$ cat src/core/cycle_pkg.sv
// Shared constants and types for the instruction cycle sequencer and fetch/execute pipeline.
// Functional notes
// - The oscillator clock is divided by four into four non-overlapping phases that make one instruction cycle.
// - The instruction pointer advances once per instruction cycle, in phase 1, which opens a fetch cycle.
// - The word that the instruction pointer addresses is read from program memory and captured in phase 4.
// - In the next cycle that word enters the instruction latch in phase 1 and is executed in phases 2 to 4.
// - An executing instruction reads its data operand in phase 2 and writes its result in phase 4.
// - Fetch of the next instruction overlaps execution of the current one, giving one instruction per cycle.
// - An instruction that changes the instruction pointer, such as a jump, takes two instruction cycles.
// - On a branch the prefetched word is discarded unexecuted while the target is fetched and then executed.
// - In external RC or internal oscillator mode the divided clock output runs at a quarter of the oscillator.
// - The program memory page comes from the page select bit held in the status register.
// - The data memory bank comes from bits of the file select pointer.
// - The instruction pointer is ten bits wide and execution starts at address zero after reset.
package cycle_pkg;

	// ----------------------------------------------------------------
	// Widths
	// ----------------------------------------------------------------
	localparam int IP_W = 10;
	localparam int PAGE_OFS_W = 9;
	localparam int INSTR_W = 12;
	localparam int DATA_W = 8;
	localparam int FILE_ADDR_W = 5;
	localparam int DATA_ADDR_W = 7;
	localparam int BANK_W = 2;

	// ----------------------------------------------------------------
	// Field positions
	// ----------------------------------------------------------------
	localparam int FSR_BANK_LSB = 5;
	localparam int FILE_BANKED_BIT = 4;

	// ----------------------------------------------------------------
	// Reset values and fixed codes
	// ----------------------------------------------------------------
	localparam logic [IP_W-1:0] RESET_VECTOR = 10'h000;
	localparam logic [IP_W-1:0] IP_STEP = 10'h001;
	localparam logic [INSTR_W-1:0] NOP_WORD = 12'h000;
	localparam logic [FILE_ADDR_W-1:0] INDIRECT_FILE = 5'h00;
	localparam logic [BANK_W-1:0] SHARED_BANK = 2'h0;
	localparam int PHASES_PER_CYCLE = 4;

	// ----------------------------------------------------------------
	// Oscillator modes
	// ----------------------------------------------------------------
	localparam logic [1:0] OSC_MODE_CRYSTAL = 2'h0;
	localparam logic [1:0] OSC_MODE_EXT_CLOCK = 2'h1;
	localparam logic [1:0] OSC_MODE_EXTERNAL_RC = 2'h2;
	localparam logic [1:0] OSC_MODE_INTERNAL_OSC = 2'h3;

	typedef enum logic [1:0] {
		PHASE_1,
		PHASE_2,
		PHASE_3,
		PHASE_4
	} phase_t;

endpackage

$ cat src/core/instruction_cycle_pipeline.sv
// Top level of the instruction cycle sequencer and two-stage fetch/execute pipeline.
module instruction_cycle_pipeline
	import cycle_pkg::*;
(
	// Clock, reset and enable
	input wire logic clk,
	input wire logic rst_n,
	input wire logic clk_en,
	// Oscillator configuration
	input wire logic [1:0] osc_mode,
	// Banking state from the special registers
	input wire logic program_page_select_bit,
	input wire logic [DATA_W-1:0] file_select_pointer,
	// Program memory
	output logic [IP_W-1:0] prog_addr,
	input wire logic [INSTR_W-1:0] prog_data,
	// Data memory
	output logic [DATA_ADDR_W-1:0] data_addr,
	output logic data_rd_en,
	input wire logic [DATA_W-1:0] data_rd_data,
	output logic data_wr_en,
	output logic [DATA_W-1:0] data_wr_data,
	// Execution unit
	output logic [INSTR_W-1:0] instruction_latch,
	output logic exec_valid,
	output logic [DATA_W-1:0] operand,
	input wire logic result_write,
	input wire logic [DATA_W-1:0] result_data,
	input wire logic branch_req,
	input wire logic [PAGE_OFS_W-1:0] branch_target,
	// Phase and clock outputs
	output logic phase_1,
	output logic phase_2,
	output logic phase_3,
	output logic phase_4,
	output logic [IP_W-1:0] instruction_pointer,
	output logic divided_clock_output,
	output logic divided_clock_oe,
	output logic flush
);

	// ----------------------------------------------------------------
	// State
	// ----------------------------------------------------------------
	typedef struct packed {
		logic [IP_W-1:0] ip;
		logic [IP_W-1:0] fetch_addr;
		logic [INSTR_W-1:0] fetch_word;
		logic fetch_valid;
		logic [INSTR_W-1:0] latch;
		logic latch_valid;
		logic branch_pend;
		logic [DATA_W-1:0] operand;
		logic [DATA_W-1:0] wr_data;
		logic wr_pend;
		logic clk_out;
		logic clk_oe;
		logic flushed;
	} state_t;

	localparam state_t STATE_RESET = '{
		ip: RESET_VECTOR,
		fetch_addr: RESET_VECTOR,
		fetch_word: NOP_WORD,
		fetch_valid: 1'b0,
		latch: NOP_WORD,
		latch_valid: 1'b0,
		branch_pend: 1'b0,
		operand: '0,
		wr_data: '0,
		wr_pend: 1'b0,
		clk_out: 1'b0,
		clk_oe: 1'b0,
		flushed: 1'b0
	};

	state_t state_q;
	state_t state_d;

	phase_t phase;
	logic [DATA_ADDR_W-1:0] mapped_addr;
	logic clk_out_mode;
	logic branch_now;

	// ----------------------------------------------------------------
	// Submodules
	// ----------------------------------------------------------------
	phase_generator u_phase (
		.clk(clk),
		.rst_n(rst_n),
		.clk_en(clk_en),
		.phase(phase),
		.phase_1(phase_1),
		.phase_2(phase_2),
		.phase_3(phase_3),
		.phase_4(phase_4)
	);

	data_bank_mapper u_bank (
		.file_field(state_q.latch[FILE_ADDR_W-1:0]),
		.file_select_pointer(file_select_pointer),
		.data_addr(mapped_addr),
		.indirect()
	);

	assign clk_out_mode = (osc_mode == OSC_MODE_EXTERNAL_RC) || (osc_mode == OSC_MODE_INTERNAL_OSC);
	// A branch only counts for an instruction that is really executing.
	assign branch_now = branch_req && state_q.latch_valid;

	// ----------------------------------------------------------------
	// Next state
	// ----------------------------------------------------------------
	always_comb begin
		state_d = state_q;
		state_d.clk_oe = clk_out_mode;
		unique case (phase)
			PHASE_1: begin
				// The prefetched word moves into execution unless a branch has voided it.
				state_d.latch = state_q.fetch_word;
				state_d.latch_valid = state_q.fetch_valid && !state_q.branch_pend;
				state_d.flushed = state_q.fetch_valid && state_q.branch_pend;
				state_d.branch_pend = 1'b0;
				state_d.fetch_addr = state_q.ip;
				state_d.fetch_valid = 1'b0;
				state_d.ip = state_q.ip + IP_STEP;
				state_d.wr_pend = 1'b0;
				state_d.clk_out = 1'b0;
			end
			PHASE_2: begin
				if (state_q.latch_valid) begin
					state_d.operand = data_rd_data;
				end
			end
			PHASE_3: begin
				state_d.wr_data = result_data;
				state_d.wr_pend = state_q.latch_valid && result_write;
				state_d.clk_out = clk_out_mode;
			end
			PHASE_4: begin
				state_d.fetch_word = prog_data;
				state_d.fetch_valid = 1'b1;
				state_d.wr_pend = 1'b0;
				if (branch_now) begin
					// The target is fetched in the next cycle, so the branch costs one extra cycle.
					state_d.ip = {program_page_select_bit, branch_target};
					state_d.branch_pend = 1'b1;
				end
			end
		endcase
	end

	always_ff @(posedge clk or negedge rst_n) begin
		if (!rst_n) begin
			state_q <= STATE_RESET;
		end else if (clk_en) begin
			state_q <= state_d;
		end
	end

	// ----------------------------------------------------------------
	// Outputs
	// ----------------------------------------------------------------
	assign prog_addr = state_q.fetch_addr;
	assign instruction_pointer = state_q.ip;
	assign instruction_latch = state_q.latch;
	assign exec_valid = state_q.latch_valid;
	assign operand = state_q.operand;
	assign data_addr = mapped_addr;
	assign data_rd_en = phase_2 && state_q.latch_valid;
	assign data_wr_en = phase_4 && state_q.wr_pend;
	assign data_wr_data = state_q.wr_data;
	assign divided_clock_output = state_q.clk_out;
	assign divided_clock_oe = state_q.clk_oe;
	assign flush = state_q.flushed;

endmodule

$ cat src/core/phase_generator.sv
// Four-phase sequencer that splits the oscillator into instruction cycles.
module phase_generator
	import cycle_pkg::*;
(
	// Clock and reset
	input wire logic clk,
	input wire logic rst_n,
	input wire logic clk_en,
	// Phase outputs
	output phase_t phase,
	output logic phase_1,
	output logic phase_2,
	output logic phase_3,
	output logic phase_4
);

	typedef struct packed {
		phase_t phase;
	} state_t;

	state_t state_q;
	state_t state_d;

	always_comb begin
		state_d = state_q;
		unique case (state_q.phase)
			PHASE_1: state_d.phase = PHASE_2;
			PHASE_2: state_d.phase = PHASE_3;
			PHASE_3: state_d.phase = PHASE_4;
			PHASE_4: state_d.phase = PHASE_1;
		endcase
	end

	// Reset parks the sequencer in phase 1, so the first cycle after release is complete.
	always_ff @(posedge clk or negedge rst_n) begin
		if (!rst_n) begin
			state_q <= '{phase: PHASE_1};
		end else if (clk_en) begin
			state_q <= state_d;
		end
	end

	assign phase = state_q.phase;
	assign phase_1 = (state_q.phase == PHASE_1);
	assign phase_2 = (state_q.phase == PHASE_2);
	assign phase_3 = (state_q.phase == PHASE_3);
	assign phase_4 = (state_q.phase == PHASE_4);

endmodule

$ cat src/core/data_bank_mapper.sv
// Maps the file field of an instruction onto the banked data memory address.
module data_bank_mapper
	import cycle_pkg::*;
(
	// Address sources
	input wire logic [FILE_ADDR_W-1:0] file_field,
	input wire logic [DATA_W-1:0] file_select_pointer,
	// Mapped address
	output logic [DATA_ADDR_W-1:0] data_addr,
	output logic indirect
);

	logic [BANK_W-1:0] bank;

	always_comb begin
		indirect = (file_field == INDIRECT_FILE);
		bank = file_select_pointer[FSR_BANK_LSB +: BANK_W];
		if (indirect) begin
			data_addr = file_select_pointer[DATA_ADDR_W-1:0];
		end else if (file_field[FILE_BANKED_BIT]) begin
			// Only the upper half of the file window is banked; the lower half is shared.
			data_addr = {bank, file_field};
		end else begin
			data_addr = {SHARED_BANK, file_field};
		end
	end

endmodule

$ cat config.mk
export PLATFORM = sky130hd
export DESIGN_NAME = instruction_cycle_pipeline
export DESIGN_NICKNAME = d
export VERILOG_FILES = /design/src/core/cycle_pkg.sv /design/src/core/instruction_cycle_pipeline.sv /design/src/core/phase_generator.sv /design/src/core/data_bank_mapper.sv
export SDC_FILE = /design/constraint.sdc
export NUM_CORES = 1
export LEC_CHECK = 0
export ABC_CLOCK_PERIOD_IN_PS = 1500
export BUFFER_PORTS_ARGS = -buffer_cell sky130_fd_sc_hd__buf_2
export CORE_UTILIZATION = 37
export CTS_CLUSTER_DIAMETER = 60
export DETAILED_ROUTE_END_ITERATION = 6
export PLACE_DENSITY = 0.71
export SKIP_LAST_GASP = 1
export SYNTH_ARGS = -nofsm -noshare
export SYNTH_HDL_FRONTEND = slang
export SYNTH_SLANG_ARGS = --single-unit
$ cat constraint.sdc
create_clock -name clk -period 1.5 [get_ports clk]
set_input_delay 0.15 -clock clk [delete_from_list [all_inputs] [get_ports clk]]
set_output_delay 0.15 -clock clk [all_outputs]
set_load 0.02 [all_outputs]
==> flow_summary.toml, run 1 <==
[finish]
drive_above_1_share_pct = 65.0
areaGrowthSynthToFinish_pct = 37.5
multi_input_area_um2 = 1430
ff_latch_area_um2 = 1730
final_cells = 502
nets = 447
fill_cells = 772
fin_util_pct = 52.3
finalInstanceArea_um2 = 4560
insertedDiodeCount = 0

[grt]
antenna_found_initial = 0
overflow = 0
grt_first_pass_wirelength_um = 12500
track_usage_pct = 16.7
grt_pass1_vias = 2507
grt_max_degree = 70

[routing]
viasPerCell = 4.98
met3WireLength_um = 363
route.final.wire_length_um = 7930
drtAntennaViolNets = 0
drtPass1Iterations = 4
met2WireLength_um = 3980
route.vias.total = 2502
remaining_drc_errors = 0
met1Wirelength_um = 3470
wl_per_cell_um = 15.8
first_iter_violations = 77
highest_layer = "met4"

[critical_path]
path_max_fanout = 4
r2r_slack_ns = -0.05
required_ns = 1.35
end_kind = "output pin"
path_class = "reg2out"
critPathLaunchType = "flip-flop"
cp.arrival_ns = 1.56

[floorplanning]
core_area_um2 = 8720
initial_utilization_pct = 38.0
rows = 34
die_y_um = 96.7
die_w_um = 96.7
dieArea_um2 = 9350
pin_count = 118

[power_and_ir_drop]
ir_drop_v = 0.00104
p_leak_nw = 2.21
power_mw = 10.4
powerDensity_nw_per_um2 = 2270

[synthesis]
yosys-top-cells-area = "dfrtp_1, mux2_2, buf_4, o21ai_0, a21oi_1"
synth_cell_types = 35
yosys.cell_count.top_type = "dfrtp_1"
synth_top_cell_area_share_pct = 52.0
synth_fp_nets = 341
synth_seq_cells = 69
yosysTopAreaCell = "dfrtp_1"
synth_ff_type = "dfrtp_1"
synthTopCellsByCount = "dfrtp_1, buf_4, mux2_2"
synth_edf_count = 0
synthesis.area_um2 = 3320
ys_seq_area_share_pct = 52.0
ys_warn_count = 0
synthCells = 283
async_flop_share_pct = 100
syn_area_per_cell_um2 = 11.7

[sta]
fin_crit_ns = 1.71
tns_ns = -1.74
fin_hold_ws_ns = 0.0296
fin_ws_ns = -0.210
rsz0062_at_grt = "true"
fin_skew_ns = 0.0116
slew_violations = 0
relSlewSlack_pct = 75.1
fmaxAchievable_ghz = 0.585
worstMarginPinSlew_ns = 0.373
final.period_utilization_pct = 114
setup_violations = 18
hold_viol = 0

[place]
post-place-cells = 471
place_congestion = 0.856
pre_cts_ws_ns = -0.138
placed_area_um2 = 3880
place_hpwl_um = 4980
port_buffers = 115

[clock_tree]
insertion_delay_ns = 0.34
htreeDepth = 3
cts_root_buf = "clkbuf_8"
clk_pin_slew_worst_paths_ns = 0.08
cts-buffers-inserted = 9
clk_path_buf_depth = 2
cts_tree = "built"
clock-sinks = 69

[run_status]
outcome = "finished, violations left"
violations = "setup timing"

[min_path]
min_path_type = "in2reg"

[job]
maxCapViolations = 0
-- power by group --
group	leakage, nW	total (mW)	internal [mW]	switching (mW)
registers	0.835	3.29	2.73	0.557
clock network	0.0954	1.52	0.772	0.747
logic	1.28	5.57	2.68	2.89
-- critical path, cell delays in order (launching register included) --
cell	delay, ns
dfrtp_1	0.42
nor4_4	0.30
nor2b_4	0.23
a21o_1	0.15
buf_6	0.12
-- timing repair --
action,in CTS,in global routing
hold endpoints to repair,69,0
gates resized for setup,39,56
endpoints found under the setup margin,44,58
hold buffers,1,0
buffers inserted,8,2
cloned,1,3
pin swaps,9,12
-- registers in the layout (all words and copies together), names as in the netlist --
name / flops
operand: 8
instruction_pointer: 10
state_q: 15
u_phase.phase: 2
exec_valid: 1
divided_clock_oe: 1
data_wr_data: 8
prog_addr: 10
divided_clock_output: 1
instruction_latch: 12
flush: 1
-- routing by layer --
| layer | GRT usage [%] | up-vias |
|---|---|---|
| met3 | 3.11 | 18 |
| met5 | 0 | - |
| li1 | - | 1145 |
| met1 | 21.3 | 1246 |
| met2 | 27.1 | 93 |
| met4 | 8.27 | 0 |
-- final timing paths --
path                                             startpoint                                  to  depth (start not counted)
setup / recovery           instruction_latch[0]$_DFFE_PN0P_                        data_addr[1]                          4
min in group asynchronous                             rst_n              operand[4]$_DFFE_PN0P_                          3
max in group asynchronous                             rst_n    instruction_latch[3]$_DFFE_PN0P_                          3
setup reg to reg               u_phase.phase[0]$_DFFE_PN0P_  instruction_pointer[8]$_DFFE_PN0P_                          7
hold / removal                               result_data[5]         data_wr_data[5]$_DFFE_PN0P_                          2
hold reg to reg                    prog_addr[4]$_DFFE_PN0P_            prog_addr[4]$_DFFE_PN0P_                          2
-- placed cells by master, fill, tap and decap left out, types with 3 or more instances in the layout --
cell type   count
buf_2         103
nand2_1        14
inv_1           3
a21oi_2         7
clkinvlp_4      4
o21ai_0        11
a21o_1          5
nor2_1          5
mux2_2         40
o21ai_2         3
a21oi_1         6
buf_6          21
mux2_4          9
clkbuf_8        9
clkinv_4        3
nand3_1         4
buf_12          4
dfrtp_1        68
ha_4            4
buf_4          20
-- layout make-up --
| class | count | share of cell area (%) |
|---|---|---|
| inverters | 6 | 0.686 |
| clock inverters | 7 | 1.67 |
| clock buffers | 9 | 2.72 |
| repair inverters | 1 | 0.165 |
| well taps | 108 | 2.96 |
| repair buffers | 151 | 22.6 |
| multi-input cells | 151 | 31.3 |
| flip-flops and latches | 69 | 37.9 |
-- cells by family (layout without fill, tap and decap cells) --
logic type | count (synthesis) | count (layout) | synth area share, %
flip-flops | 69 | 69 | 52.0
buffers and inverters | 64 | 174 | 13.1
multiplexers | 51 | 51 | 17.2
AND/OR/NAND/NOR | 47 | 47 | 7.13
adder cells (fa/ha/maj) | 5 | 5 | 1.89
AO/OA/AOI/OAI | 47 | 48 | 8.64
No activity file was read; power rests on OpenSTA's default activity.
==> run 2: changes to the inputs <==
CORE_ASPECT_RATIO = 1.1   (was default)
SLEW_MARGIN = 30   (was default)
==> run 2 against run 1 <==
The run still ends with setup timing left. Global-route usage is 1.0 points lower. Total power is 5.8% lower. Largest power group unchanged. Critical path type unchanged. Register-to-register slack better by 0.06 ns. Highest routed layer unchanged. Via count is 3.1% lower. Die area hardly changed. Cell count is 0.40% higher.
==> flow_summary.toml, run 2 (same netlist as run 1, synthesis figures left out) <==
[clock_tree]
clock-sinks = 69
htreeDepth = 3
cts_tree = "built"
clk_pin_slew_worst_paths_ns = 0.07
cts_root_buf = "clkbuf_8"
cts-buffers-inserted = 9
insertion_delay_ns = 0.33
clk_path_buf_depth = 2

[run_status]
outcome = "finished, violations left"
violations = "setup timing"

[routing]
viasPerCell = 4.81
drtAntennaViolNets = 0
route.vias.total = 2424
wl_per_cell_um = 14.5
drtPass1Iterations = 4
first_iter_violations = 71
route.final.wire_length_um = 7300
remaining_drc_errors = 0

[sta]
fmaxAchievable_ghz = 0.587
relSlewSlack_pct = 75.6
slew_violations = 0
hold_viol = 0
fin_ws_ns = -0.204
setup_violations = 9
fin_hold_ws_ns = 0.0414
final.period_utilization_pct = 114
worstMarginPinSlew_ns = 0.366
fin_crit_ns = 1.70
fin_skew_ns = 0.00609
rsz0062_at_grt = "true"

[grt]
grt_max_degree = 70
grt_pass1_vias = 2352
grt_first_pass_wirelength_um = 11100
antenna_found_initial = 0
met2_usage_pct = 27.7
track_usage_pct = 15.6
met1_usage_pct = 17.5
overflow = 0
gr-max-usage-layer = "met2"
use_met3_pct = 3.68

[critical_path]
r2r_slack_ns = 0.01
cp.arrival_ns = 1.55
crit_chain = "nor4_4 > nor2b_4 > a21o_1 > buf_6"
crit_slowest_cell = "dfrtp_1"
critPathLaunchType = "flip-flop"
required_ns = 1.35
slowest_delay_ns = 0.41
end_kind = "output pin"
path_max_fanout = 4
path_class = "reg2out"

[finish]
nets = 446
areaGrowthSynthToFinish_pct = 33.9
insertedDiodeCount = 0
final_cells = 504
largest_register_ffs = 15
drive_above_1_share_pct = 63.9
finalInstanceArea_um2 = 4440
final_cell_mix = "buf_2, dfrtp_1, mux2_2, buf_4, buf_6"
top_register = "state_q"
final_common_cell = "buf_2"
fin_util_pct = 52.0

[power_and_ir_drop]
powerDensity_nw_per_um2 = 2200
power_mw = 9.78
ir_drop_v = 0.000829
p_leak_nw = 2.16

[floorplanning]
die_w_um = 92.3
pin_count = 118
die_y_um = 101
rows = 35
dieArea_um2 = 9350
initial_utilization_pct = 38.9
core_area_um2 = 8540

[place]
place_congestion = 0.877
post-place-cells = 479
placed_area_um2 = 3940
port_buffers = 115
place_hpwl_um = 5110

[min_path]
min_path_type = "in2reg"

[job]
maxCapViolations = 0
## run 2: per-stage QoR
step | worst slack, ns | TNS, ns
5_1_grt | -0.294 | -2.30
3_3_place_gp | -0.0513 | -0.133
4_1_cts | -0.228 | -1.47
6_report | -0.204 | -1.21
3_5_place_dp | -0.151 | -1.16
2_1_floorplan | -0.0227 | -0.187
## run 2: power breakdown
part | internal (mW) | leakage (nW) | switching [mW]
registers | 2.73 | 0.834 | 0.570
logic | 2.51 | 1.24 | 2.68
clock network | 0.586 | 0.0808 | 0.695
total | 5.83 | 2.16 | 3.95
## run 2: metal layers
layer | share of wire, % | wire (um)
met2 | 54 | 3910
met3 | 4.4 | 324
met5 | 0 | 0
met4 | 2.1 | 155
met1 | 40 | 2910
## run 2: what timing repair did
action,in CTS,in global routing
setup buffers,3,4
endpoints found under the hold margin,69,0
endpoints found under the setup margin,43,46
cloned,0,2
resized for setup,39,30
pin swaps,8,7
hold buffers,1,0
## run 2: worst max-delay path: cells and delay by family (launching register included)
| family | cells | cell delay [ns] |
|---|---|---|
| buffers and inverters | 1 | 0.12 |
| flip-flops | 1 | 0.41 |
| AO/OA/AOI/OAI | 1 | 0.16 |
| AND/OR/NAND/NOR | 2 | 0.54 |
## run 2: worst paths after layout
check                                            startpoint                                 end  depth (start not counted)
setup / recovery           instruction_latch[0]$_DFFE_PN0P_                        data_addr[2]                          4
max in group asynchronous                             rst_n        u_phase.phase[1]$_DFFE_PN0P_                          3
min in group asynchronous                             rst_n         data_wr_data[1]$_DFFE_PN0P_                          3
setup reg to reg               u_phase.phase[1]$_DFFE_PN0P_  instruction_pointer[4]$_DFFE_PN0P_                          6
hold reg to reg                    prog_addr[4]$_DFFE_PN0P_            prog_addr[4]$_DFFE_PN0P_                          2
hold / removal                               result_data[3]         data_wr_data[3]$_DFFE_PN0P_                          2
## run 2: cell type report
cell class                 instances  area (um^2)
fill                             781         4100
tap                              111          139
timing repair buffer             152         1020
inverter                           6         27.5
multi-input combinational        150         1360
clock buffer                       9          124
sequential                        69         1730
clock inverter                     7         42.5
